===== config.mk =====
export PLATFORM = sky130hd
export DESIGN_NAME = stm_monitor_ctrl
export DESIGN_NICKNAME = d
export VERILOG_FILES = /design/src/stm_monitor_ctrl.v /design/src/stm_result_mem.v
export VERILOG_INCLUDE_DIRS = /design/src
export SDC_FILE = /design/constraint.sdc
export NUM_CORES = 1
export LEC_CHECK = 0
export BUFFER_PORTS_ARGS = -buffer_cell sky130_fd_sc_hd__clkbuf_2
export CAP_MARGIN = 20
export CORE_MARGIN = 10
export CORE_UTILIZATION = 40
export CTS_CLUSTER_SIZE = 12
export DETAILED_ROUTE_END_ITERATION = 8
export GPL_TIMING_DRIVEN = 0
export HOLD_SLACK_MARGIN = 0.03
export MAX_ROUTING_LAYER = met4
export SYNTH_ARGS = -nofsm -noshare
export SYNTH_HDL_FRONTEND = slang
export SYNTH_SLANG_ARGS = --single-unit

===== constraint.sdc =====
create_clock -name clk -period 7.38 [get_ports clk]
set_input_delay 1.107 -clock clk [delete_from_list [all_inputs] [get_ports clk]]
set_output_delay 1.107 -clock clk [all_outputs]
set_load 0.05 [all_outputs]

===== src/stm_regs.vh =====
// Register map, field positions, reset values and timing constants of the supply and temperature monitor
`ifndef STM_REGS_VH
`define STM_REGS_VH

// Register word indices (byte-free plain port addresses)
`define STM_ADDR_W 9
`define STM_ADDR_CONTROL 9'h1E2
`define STM_ADDR_OFFSET_GAIN 9'h1E7
`define STM_ADDR_SELECT_DECIM 9'h1E8
`define STM_ADDR_BYPASS 9'h1E9
`define STM_ADDR_READBACK 9'h1EA

// Reset values
`define STM_RST_CONTROL 16'h0025
`define STM_RST_OFFSET_GAIN 16'h0012
`define STM_RST_SELECT_DECIM 16'h0920
`define STM_RST_BYPASS 16'h0000

// Control word fields
`define STM_CTL_OFS_SEL 15
`define STM_CTL_HIST_CLR 6
`define STM_CTL_DISCARD 5
`define STM_CTL_AVERAGE 4
`define STM_CTL_DIV_HI 3
`define STM_CTL_DIV_LO 2
`define STM_CTL_FORCE 1
`define STM_CTL_RESET 0

// Offset/gain word fields
`define STM_OG_OFS_HI 15
`define STM_OG_OFS_LO 8

// Select/decimation word fields
`define STM_SD_RELEASE 15
`define STM_SD_RDSEL_HI 14
`define STM_SD_RDSEL_LO 12
`define STM_SD_DN_HI 11
`define STM_SD_DN_LO 9
`define STM_SD_DG_HI 8
`define STM_SD_DG_LO 6
`define STM_SD_DO_HI 5
`define STM_SD_DO_LO 3
`define STM_SD_BSEL_HI 2
`define STM_SD_BSEL_LO 0

// Bypass word field
`define STM_BY_BYPASS 14

// Sample counts
`define STM_DISCARD_SHORT 3'h3
`define STM_DISCARD_LONG 3'h6
`define STM_AVG_SHORT 3'h3
`define STM_AVG_LONG 3'h5

// Sensor codes
`define STM_NUM_SENSORS 5
`define STM_SENSOR_TEMP 3'h4

// ADC clock: system 50 MHz, half periods in system cycles for 12.5/6.25/3.125 MHz
`define STM_SYS_CLK_HZ 50000000
`define STM_ADC_HZ_FAST 12500000
`define STM_HALF_FAST ((`STM_SYS_CLK_HZ / `STM_ADC_HZ_FAST) / 2)
`define STM_DIV_CODE_FAST 2'h0
`define STM_DIV_CODE_MID 2'h1

`endif


===== src/stm_monitor_ctrl.v =====
// Control logic of the supply-voltage and temperature monitor
`timescale 1ns/100ps
`include "stm_regs.vh"
module stm_monitor_ctrl (
    clk,
    rst_n,
    reg_addr,
    reg_wdata,
    reg_wr,
    reg_rd,
    reg_rdata,
    link_up,
    adc_valid,
    adc_data,
    cal_phase,
    cal_offset,
    adc_clk_out,
    adc_enable,
    sensor_select,
    sensor_reset,
    decim_factor,
    dc_offset,
    sequencer_active
);
    input wire clk;
    input wire rst_n;
    input wire [`STM_ADDR_W-1:0] reg_addr;
    input wire [15:0] reg_wdata;
    input wire reg_wr;
    input wire reg_rd;
    output reg [15:0] reg_rdata;
    input wire link_up;
    input wire adc_valid;
    input wire [15:0] adc_data;
    input wire [1:0] cal_phase;
    input wire [7:0] cal_offset;
    output reg adc_clk_out;
    output reg adc_enable;
    output reg [2:0] sensor_select;
    output reg sensor_reset;
    output reg [2:0] decim_factor;
    output reg [7:0] dc_offset;
    output reg sequencer_active;

    localparam ST_IDLE = 4'b0001;
    localparam ST_DISCARD = 4'b0010;
    localparam ST_AVERAGE = 4'b0100;
    localparam ST_LOG = 4'b1000;

    localparam [1:0] PH_NORMAL = 2'h0;
    localparam [1:0] PH_GAIN = 2'h1;
    localparam [1:0] PH_OFFSET = 2'h2;

    ////////////////////////////////////////////////////////////////////////////
    // Reset release and input synchronisers

    reg rst_s1_reg;
    reg rst_s2_reg;
    wire srst_n;
    reg link_s1_reg;
    reg link_s2_reg;
    reg vld_s1_reg;
    reg vld_s2_reg;
    reg vld_s3_reg;
    reg [15:0] dat_s1_reg;
    reg [15:0] dat_s2_reg;

    // Asynchronous assert, synchronous release
    always @(posedge clk or negedge rst_n) begin
        if (!rst_n) begin
            rst_s1_reg <= 1'b0;
            rst_s2_reg <= 1'b0;
        end else begin
            rst_s1_reg <= 1'b1;
            rst_s2_reg <= rst_s1_reg;
        end
    end
    assign srst_n = rst_s2_reg;

    // Link and ADC side come from the analog domain; two flops before use
    always @(posedge clk or negedge srst_n) begin
        if (!srst_n) begin
            link_s1_reg <= 1'b0;
            link_s2_reg <= 1'b0;
            vld_s1_reg <= 1'b0;
            vld_s2_reg <= 1'b0;
            vld_s3_reg <= 1'b0;
            dat_s1_reg <= 16'h0000;
            dat_s2_reg <= 16'h0000;
        end else begin
            link_s1_reg <= link_up;
            link_s2_reg <= link_s1_reg;
            vld_s1_reg <= adc_valid;
            vld_s2_reg <= vld_s1_reg;
            vld_s3_reg <= vld_s2_reg;
            dat_s1_reg <= adc_data;
            dat_s2_reg <= dat_s1_reg;
        end
    end

    // Symbol strobe on rising valid; data held stable by the ADC around it
    wire sym_stb;
    assign sym_stb = vld_s2_reg & ~vld_s3_reg;

    ////////////////////////////////////////////////////////////////////////////
    // Register file

    reg [15:0] ctl_reg;
    reg [15:0] og_reg;
    reg [15:0] sd_reg;
    reg [15:0] by_reg;

    // Software writes; plain storage, no self-clearing bits
    always @(posedge clk or negedge srst_n) begin
        if (!srst_n) begin
            ctl_reg <= `STM_RST_CONTROL;
            og_reg <= `STM_RST_OFFSET_GAIN;
            sd_reg <= `STM_RST_SELECT_DECIM;
            by_reg <= `STM_RST_BYPASS;
        end else if (reg_wr) begin
            case (reg_addr)
                `STM_ADDR_CONTROL: ctl_reg <= reg_wdata;
                `STM_ADDR_OFFSET_GAIN: og_reg <= reg_wdata;
                `STM_ADDR_SELECT_DECIM: sd_reg <= reg_wdata;
                `STM_ADDR_BYPASS: by_reg <= reg_wdata;
                default: ctl_reg <= ctl_reg;
            endcase
        end
    end

    wire hist_clr;
    wire mon_rst;
    wire bypass;
    wire [2:0] rd_sel;
    wire [15:0] readback;
    assign hist_clr = ctl_reg[`STM_CTL_HIST_CLR];
    assign mon_rst = ctl_reg[`STM_CTL_RESET];
    assign bypass = by_reg[`STM_BY_BYPASS];
    assign rd_sel = sd_reg[`STM_SD_RDSEL_HI:`STM_SD_RDSEL_LO];

    // Read data one cycle after the strobe, zero otherwise and for unmapped addresses
    always @(posedge clk or negedge srst_n) begin
        if (!srst_n) begin
            reg_rdata <= 16'h0000;
        end else if (reg_rd) begin
            case (reg_addr)
                `STM_ADDR_CONTROL: reg_rdata <= ctl_reg;
                `STM_ADDR_OFFSET_GAIN: reg_rdata <= og_reg;
                `STM_ADDR_SELECT_DECIM: reg_rdata <= sd_reg;
                `STM_ADDR_BYPASS: reg_rdata <= by_reg;
                `STM_ADDR_READBACK: reg_rdata <= readback;
                default: reg_rdata <= 16'h0000;
            endcase
        end else begin
            reg_rdata <= 16'h0000;
        end
    end

    ////////////////////////////////////////////////////////////////////////////
    // Sensor ADC clock divider

    reg [3:0] div_cnt_reg;
    reg [3:0] half_len;
    localparam [31:0] HALF_FAST = `STM_HALF_FAST, HALF_MID = `STM_HALF_FAST * 2, HALF_SLOW = `STM_HALF_FAST * 4;

    // Half period grows by doubling per code; codes 2 and 3 share the slowest
    always @* begin
        case (ctl_reg[`STM_CTL_DIV_HI:`STM_CTL_DIV_LO])
            `STM_DIV_CODE_FAST: half_len = HALF_FAST[3:0];
            `STM_DIV_CODE_MID: half_len = HALF_MID[3:0];
            default: half_len = HALF_SLOW[3:0];
        endcase
    end

    // Clock only toggles while the monitors are out of reset
    always @(posedge clk or negedge srst_n) begin
        if (!srst_n) begin
            div_cnt_reg <= 4'h0;
            adc_clk_out <= 1'b0;
        end else if (mon_rst) begin
            div_cnt_reg <= 4'h0;
            adc_clk_out <= 1'b0;
        end else if (div_cnt_reg >= half_len - 4'h1) begin
            div_cnt_reg <= 4'h0;
            adc_clk_out <= ~adc_clk_out;
        end else begin
            div_cnt_reg <= div_cnt_reg + 4'h1;
        end
    end

    ////////////////////////////////////////////////////////////////////////////
    // Sensor control outputs

    wire run_ok;
    // Forced start bypasses the link wait; manual reset overrides both
    assign run_ok = ~mon_rst & (ctl_reg[`STM_CTL_FORCE] | link_s2_reg);

    reg [2:0] seq_sensor_reg;

    always @(posedge clk or negedge srst_n) begin
        if (!srst_n) begin
            adc_enable <= 1'b0;
            sensor_select <= 3'h0;
            sensor_reset <= 1'b1;
            decim_factor <= 3'h4;
            dc_offset <= 8'h00;
            sequencer_active <= 1'b0;
        end else begin
            adc_enable <= run_ok;
            sequencer_active <= run_ok & ~bypass;
            if (bypass) begin
                sensor_select <= sd_reg[`STM_SD_BSEL_HI:`STM_SD_BSEL_LO];
                sensor_reset <= mon_rst | ~sd_reg[`STM_SD_RELEASE];
            end else begin
                sensor_select <= seq_sensor_reg;
                sensor_reset <= ~run_ok;
            end
            case (cal_phase)
                PH_GAIN: decim_factor <= sd_reg[`STM_SD_DG_HI:`STM_SD_DG_LO];
                PH_OFFSET: decim_factor <= sd_reg[`STM_SD_DO_HI:`STM_SD_DO_LO];
                default: decim_factor <= sd_reg[`STM_SD_DN_HI:`STM_SD_DN_LO];
            endcase
            if (ctl_reg[`STM_CTL_OFS_SEL]) begin
                dc_offset <= og_reg[`STM_OG_OFS_HI:`STM_OG_OFS_LO];
            end else begin
                dc_offset <= cal_offset;
            end
        end
    end

    ////////////////////////////////////////////////////////////////////////////
    // Sample path: discard, average, log

    reg [3:0] state_reg;
    reg [2:0] cnt_reg;
    reg [18:0] acc_reg;
    wire [15:0] avg_val;
    wire [2:0] discard_n;
    wire [2:0] average_n;
    wire seq_en;
    assign discard_n = ctl_reg[`STM_CTL_DISCARD] ? `STM_DISCARD_LONG : `STM_DISCARD_SHORT;
    assign average_n = ctl_reg[`STM_CTL_AVERAGE] ? `STM_AVG_LONG : `STM_AVG_SHORT;
    assign seq_en = bypass ? (run_ok & sd_reg[`STM_SD_RELEASE]) : run_ok;

    // Sum of at most five symbols fits nineteen bits, so the quotient always fits sixteen
    wire [18:0] avg_quo;
    assign avg_quo = acc_reg / {16'h0000, average_n};
    assign avg_val = avg_quo[15:0];

    // Dropping enable returns to idle so each new enable discards again
    always @(posedge clk or negedge srst_n) begin
        if (!srst_n) begin
            state_reg <= ST_IDLE;
            cnt_reg <= 3'h0;
            acc_reg <= 19'h00000;
            seq_sensor_reg <= 3'h0;
        end else if (!seq_en) begin
            state_reg <= ST_IDLE;
            cnt_reg <= 3'h0;
            acc_reg <= 19'h00000;
        end else begin
            case (state_reg)
                ST_IDLE: begin
                    state_reg <= ST_DISCARD;
                    cnt_reg <= 3'h0;
                end
                ST_DISCARD: begin
                    if (sym_stb) begin
                        if (cnt_reg == discard_n - 3'h1) begin
                            state_reg <= ST_AVERAGE;
                            cnt_reg <= 3'h0;
                            acc_reg <= 19'h00000;
                        end else begin
                            cnt_reg <= cnt_reg + 3'h1;
                        end
                    end
                end
                ST_AVERAGE: begin
                    if (sym_stb) begin
                        acc_reg <= acc_reg + {3'h0, dat_s2_reg};
                        if (cnt_reg == average_n - 3'h1) begin
                            state_reg <= ST_LOG;
                        end else begin
                            cnt_reg <= cnt_reg + 3'h1;
                        end
                    end
                end
                ST_LOG: begin
                    // Outside bypass the sequencer steps to the next sensor; the discard restarts in both modes
                    state_reg <= ST_DISCARD;
                    cnt_reg <= 3'h0;
                    acc_reg <= 19'h00000;
                    if (!bypass) begin
                        seq_sensor_reg <= (seq_sensor_reg == `STM_SENSOR_TEMP) ? 3'h0 : seq_sensor_reg + 3'h1;
                    end
                end
                default: state_reg <= ST_IDLE;
            endcase
        end
    end

    wire [2:0] log_addr;
    assign log_addr = bypass ? sd_reg[`STM_SD_BSEL_HI:`STM_SD_BSEL_LO] : seq_sensor_reg;

    // Result store; history clear wipes all logged samples while held
    stm_result_mem u_mem (
        .clk(clk),
        .rst_n(srst_n),
        .wr_en(state_reg == ST_LOG),
        .wr_addr(log_addr),
        .wr_data(avg_val),
        .clr(hist_clr),
        .rd_addr(rd_sel),
        .rd_data(readback)
    );
endmodule // stm_monitor_ctrl


===== src/stm_result_mem.v =====
// Small register-output memory holding the logged result of each sensor
`timescale 1ns/100ps
`include "stm_regs.vh"
module stm_result_mem (
    clk,
    rst_n,
    wr_en,
    wr_addr,
    wr_data,
    clr,
    rd_addr,
    rd_data
);
    input wire clk;
    input wire rst_n;
    input wire wr_en;
    input wire [2:0] wr_addr;
    input wire [15:0] wr_data;
    input wire clr;
    input wire [2:0] rd_addr;
    output reg [15:0] rd_data;

    reg [15:0] mem_reg [0:`STM_NUM_SENSORS-1];
    integer i;

    // Writes and clear; clear wins since it wipes the whole history
    always @(posedge clk or negedge rst_n) begin
        if (!rst_n) begin
            for (i = 0; i < `STM_NUM_SENSORS; i = i + 1) begin
                mem_reg[i] <= 16'h0000;
            end
        end else if (clr) begin
            for (i = 0; i < `STM_NUM_SENSORS; i = i + 1) begin
                mem_reg[i] <= 16'h0000;
            end
        end else if (wr_en && (wr_addr < `STM_NUM_SENSORS)) begin
            mem_reg[wr_addr] <= wr_data;
        end
    end

    // Registered read; reserved codes read as zero
    always @(posedge clk or negedge rst_n) begin
        if (!rst_n) begin
            rd_data <= 16'h0000;
        end else if (rd_addr < `STM_NUM_SENSORS) begin
            rd_data <= mem_reg[rd_addr];
        end else begin
            rd_data <= 16'h0000;
        end
    end
endmodule // stm_result_mem

# Word level (Yosys, flattened, before mapping)
# Index checks and enable logic that the tools add are counted.
dict set report word_totals {
  regBits 266
  latchBits 0
  mem_bits_rw 0
  rom_bits 0
  inputBits 57
  output_inout_bits 34
  word_cells 137
  memories 0
}
dict set report op_classes {
  add_sub_neg 7
  mul 0
  n_div 1
  order_cmp 6
  eq_ne 22
  shift 0
  muxes 41
  bitwise_logic 14
  n_reduce_logical 14
}
# op count
set ops {}
lappend ops {{$mux 80} 2}
lappend ops {{$bwmux 80} 1}
lappend ops {{$mux 16} 5}
lappend ops {{$pmux 16 s5} 1}
lappend ops {{$mux 19} 4}
lappend ops {{$pmux 19 s3} 1}
lappend ops {{$bmux 16 s3} 1}
lappend ops {{$demux 16 s3} 1}
lappend ops {{$eq 9x9->1 const B} 5}
lappend ops {{$mux 4} 7}
lappend ops {{$mux 3} 9}
lappend ops {{$add 19x16->19} 1}
lappend ops {{$div 19x3->19} 1}
lappend ops {{$ne 3x3->1 const B} 5}
lappend ops {{$pmux 4 s3} 1}
lappend ops {{$reduce_and 4->1} 3}
lappend ops {{$pmux 3 s3} 1}
lappend ops {{$ge 4x4->1 const B} 2}
lappend ops {{$mux 8} 1}
lappend ops {{$not 3->4} 2}
lappend ops {{$pmux 4 s2} 1}
lappend ops {{$reduce_and 2->1} 4}
lappend ops {{$add 3x1->3 const B} 2}
lappend ops {{$eq 3x3->1} 2}
lappend ops {{25 further kinds} 42}

# Longest topological paths before layout
dict set report logic_depth {
  ltp_word 9
  ltp_mapped 157
  mapped_depth_nobuf 145
}

# Hierarchy
# A second synthesis with hierarchy kept.
dict set report hier_totals {
  hier_cells 1918
  area_unflattened_um2 17747.0
}
# mod n_inst cells_per_inst area_each_um2 seq_area_each_um2
set modules_own_cells {}
lappend modules_own_cells {stm_monitor_ctrl 1 1465 13427.9 4267.8}
lappend modules_own_cells {stm_result_mem 1 453 4319.1 2402.3}

# Worst setup path after synthesis
# OpenSTA, ideal clock, no wires.
dict set report synth_timing {
  kind {flip-flop to flip-flop}
  start {register ctl_reg[4]}
  end {register u_mem.mem_reg[0] in the netlist's numbering}
  setup_time_ps 141
  arrival_ps 32097
  path_slack_ps -24858
  path_stages_with_launch 151
  cell_sequence {dfrtp_1 -> inv_1 -> ha_1 -> xor2_1 -> nor2_1 -> nor2_1 -> nand2_1 -> ha_1 -> a21o_1 -> o21ai_0 -> inv_1 -> ha_1 -> a21oi_2 -> nor2_1 -> or2_2 -> buf_2 -> nor3_1 -> nor2_1 -> (+115 left out) -> a21o_1 -> a21oi_1 -> nor3b_1 -> o211ai_1 -> a21oi_1 -> a31oi_1 -> nor4_4 -> and4_1 -> buf_2 -> mux2_2 -> ha_1 -> a21oi_1 -> o2111ai_1 -> a211oi_1 -> and3_1 -> a32oi_1 -> nor4_1 -> a211oi_1}
}
dict set report synth_between {
  elab_chain_cells 5
}
# item line_no
set synth_lines {}
lappend synth_lines {{start, declared} stm_monitor_ctrl.v:108} ;# reg [15:0] ctl_reg;
lappend synth_lines {{start signal, assigned} stm_monitor_ctrl.v:116} ;# ctl_reg <= `STM_RST_CONTROL;
lappend synth_lines {{start signal, assigned} stm_monitor_ctrl.v:122} ;# `STM_ADDR_CONTROL: ctl_reg <= reg_wdata;
lappend synth_lines {{start signal, assigned} stm_monitor_ctrl.v:126} ;# default: ctl_reg <= ctl_reg;
lappend synth_lines {{$mux 3 (no source line)} --}
lappend synth_lines {{$div 19x3->19} stm_monitor_ctrl.v:247} ;# assign avg_quo = acc_reg / {16'h0000, average_n};
lappend synth_lines {{$bwmux 80} stm_result_mem.v:37} ;# mem_reg[wr_addr] <= wr_data;
lappend synth_lines {{$mux 80} stm_result_mem.v:36} ;# end else if (wr_en && (wr_addr < `STM_NUM_SENSORS)) begin
lappend synth_lines {{$mux 80} stm_result_mem.v:32} ;# end else if (clr) begin
lappend synth_lines {{end signal, assigned by index} stm_result_mem.v:37}
lappend synth_lines {{end, declared} stm_result_mem.v:23} ;# reg [15:0] mem_reg [0:`STM_NUM_SENSORS-1];
# No other way between the ends. The select of a mux whose other input is x is not followed.
# A chain may end at the register's enable or synchronous reset.

# Worst setup path in the final report
dict set report layout_timing {
  start {register ctl_reg[4]}
  end {register u_mem.mem_reg[32] in the netlist's numbering}
}
# The elaborated chain is that of the path after synthesis.

==> flow_summary.ini <==
[global_routing]
grt_pass1_wl_mm = 90.7
grt_max_degree = 72
grt-ovfl-total = 0
grt_pass1_vias = 17000
antenna_found_initial = 0
grt_use_total_pct = 21.3

[synthesis]
ys_warn_count = 0
ys_types = 121
syn_area_per_cell_um2 = 9.45
syn_nets = 1976
netlist_area_mm2 = 0.0175
synth_flop_cell = dfrtp_1
synth_top_area_cell = dfrtp_1
ys_seq_area_share_pct = 38.0
ys_ff_latch = 266
synth_edf_count = 0
async_flop_share_pct = 100
synthTopCellsByArea = dfrtp_1, mux2_2, ha_1, nor2_1, a211oi_1
synth.top_cell.area_share_pct = 36.4
synth_cells = 1856

[sta]
fmax_mhz = 36.8
skew_ps = 25.0
rsz0062_at_grt = yes
period_needed_ps = 27160
worst_slack_ps = -19780
maxSlewViolCount = 0
setup_viol_count_final = 65
hold_ws_ps = 258
worst_pin_slew_ps = 1120
hold_viol = 0
fin_crit_sh_pct = 368
slew_headroom_pct = 25.0

[routing]
dr_wl_met2_mm = 27.9
first_pass_iters = 5
vias = 16600
drtIter0Drc = 1029
drt-total-wl_mm = 56.6
wl_per_cell_um = 19.3
vias_per_cell = 5.68
remaining_drc_errors = 0
wl_met3_mm = 3.01
drt-met1-wl_mm = 23.6
ant_nets = 0
highest_layer = met4

[die]
dieWidth_um = 229
die_area_mm2 = 0.0526
io_pins = 91
initial_core_util_pct = 40.6
rows = 76
die_h_um = 229
core-area_mm2 = 0.0432

[run_status]
status = finished, violations left
violations = setup timing

[clock_tree]
cts_root_buffer = clkbuf_16
clk_latency_ps = 580
clock-sinks = 266
cts_tree = yes
path_clk_slew_ps = 60
htreeDepth = 1
cts_buffer_depth = 3
numCtsBuffers = 29

[finish]
drive_gt1_share_pct = 37.1
synthToLayoutAreaGrowth_pct = 36.8
final_nets = 2443
diodes = 0
fillers = 3730
multi_input_area_mm2 = 0.0118
final_common_cell = buf_4
final-seq-area_mm2 = 0.00668
mostFrequentLayoutCells = buf_4, dfrtp_1, nor2_1, nand2_1, a21oi_1
stdcell_area_mm2 = 0.0240
largest_reg_flops = 80

[flow_run]
cap_violations = 0

[worst_setup_path]
worstSetupPathType = reg -> reg
critical_path.max_stage_delay_ps = 500
cp.arrival_ps = 27580
critPathRequiredTime_ps = 7800
crit_path_end_kind = register
cp_common_cell = buf_4
startpoint_type = register
cpMaxStageDelayCell = dfrtp_4
worst-path-max-fanout = 5

[place]
gp_congestion = 0.909
dp_hpwl_mm = 36.9
place_area_mm2 = 0.0194
pre_cts_ws_ps = -26730
port_buffers = 89

[hold_path]
hp-class = reg -> async
==> cell families after synthesis <==
| family | synth area share [%] |
|---|---|
| AOI/OAI and AO/OA | 21.5 |
| xor gates and xnor gates | 4.24 |
| adders and majority gates | 4.64 |
| buffers and inverters | 3.21 |
| DFF | 38.0 |
| muxes | 9.83 |
| other | 0.0214 |
| and+or+nand+nor | 18.6 |
==> worst max-delay path, delay by kind of cell, from the launching register on <==
kind	cells	cell delay (ps)
compound gates	42	6920
xor+xnor	11	1680
fa+ha+maj	13	3320
buf+inv	60	7340
flops	1	500
mux	2	630
simple gates	37	6590
==> timing repair <==
action                     4_1_cts  5_1_grt
gates resized for setup        153       76
setup endpoints to repair       70       65
pin swaps                      122      100
hold buffers                     0        0
setup buffers                  306       68
==> per-layer routing <==
layer | global-route usage [%] | up-vias
met5 | - | -
met4 | 8.17 | 0
met3 | 3.05 | 160
met2 | 36.0 | 588
met1 | 25.2 | 8063
li1 | - | 7821
==> area by class of cell <==
class	count	share of cell area [%]
Clock buffer	46	3.54
Tap cell	585	3.05
Sequential cell	266	27.8
Timing Repair Buffer	442	13.7
Multi-Input combinational cell	1452	49.0
Inverter	59	0.949
Buffer	73	1.69
Clock inverter	7	0.250
==> worst paths after layout <==
kind | endpoint | slack [ps] | from | depth (start not counted)
min | by_reg[10] | 260 | rst_s2_reg | 0
max in group asynchronous | dat_s2_reg[6] | 6090 | rst_s2_reg | 2
max reg2reg | u_mem.mem_reg[32] | -19780 | ctl_reg[4] | 165
max | u_mem.mem_reg[32] | -19780 | ctl_reg[4] | 165
min reg2reg | by_reg[10] | 260 | rst_s2_reg | 0
min in group clk | dat_s2_reg[2] | 340 | dat_s1_reg[2] | 0
==> per-stage QoR <==
stage | TNS [ps] | std cells | utilization (%)
2_1_floorplan | -711120 | 1856 | -
3_3_place_gp | -932390 | 2530 | 44.7
3_5_place_dp | -947790 | 2534 | 44.9
4_1_cts | -629830 | 2883 | 54.1
5_1_grt | -694070 | 2930 | 55.6
6_report | -644300 | 2930 | 55.6
==> synthesized netlist by cell type, types with 6 or more instances <==
| master | n |
|---|---|
| dfrtp_1 | 255 |
| nor2_1 | 193 |
| nand2_1 | 143 |
| a21oi_1 | 111 |
| o21ai_0 | 91 |
| a211oi_1 | 90 |
| mux2_2 | 79 |
| ha_1 | 61 |
| inv_1 | 59 |
| clkbuf_1 | 56 |
| xnor2_1 | 56 |
| nor3_1 | 44 |
| mux2i_1 | 41 |
| a21o_1 | 37 |
| nand3_1 | 35 |
| xor2_1 | 29 |
| nand2b_1 | 25 |
| and3_1 | 23 |
| a22oi_1 | 20 |
| o211ai_1 | 19 |
| mux4_2 | 16 |
| a31oi_1 | 15 |
| and2_1 | 15 |
| nor4_1 | 15 |
| o21a_1 | 15 |
| nand4_1 | 14 |
| nor2b_1 | 14 |
| o21ai_1 | 14 |
| o21bai_1 | 14 |
| buf_2 | 12 |
| o31ai_1 | 12 |
| dfstp_2 | 11 |
| or2_2 | 10 |
| a21oi_2 | 7 |
| a31o_2 | 7 |
| o22ai_1 | 7 |
| o31a_1 | 7 |
| or3_1 | 7 |
| a32oi_1 | 6 |
| and4_1 | 6 |
| nor4b_1 | 6 |
| or4_1 | 6 |
Power is left out: the tool's default activity adds up to more than one toggle a clock period on the data nets, which glitch-free logic cannot reach.
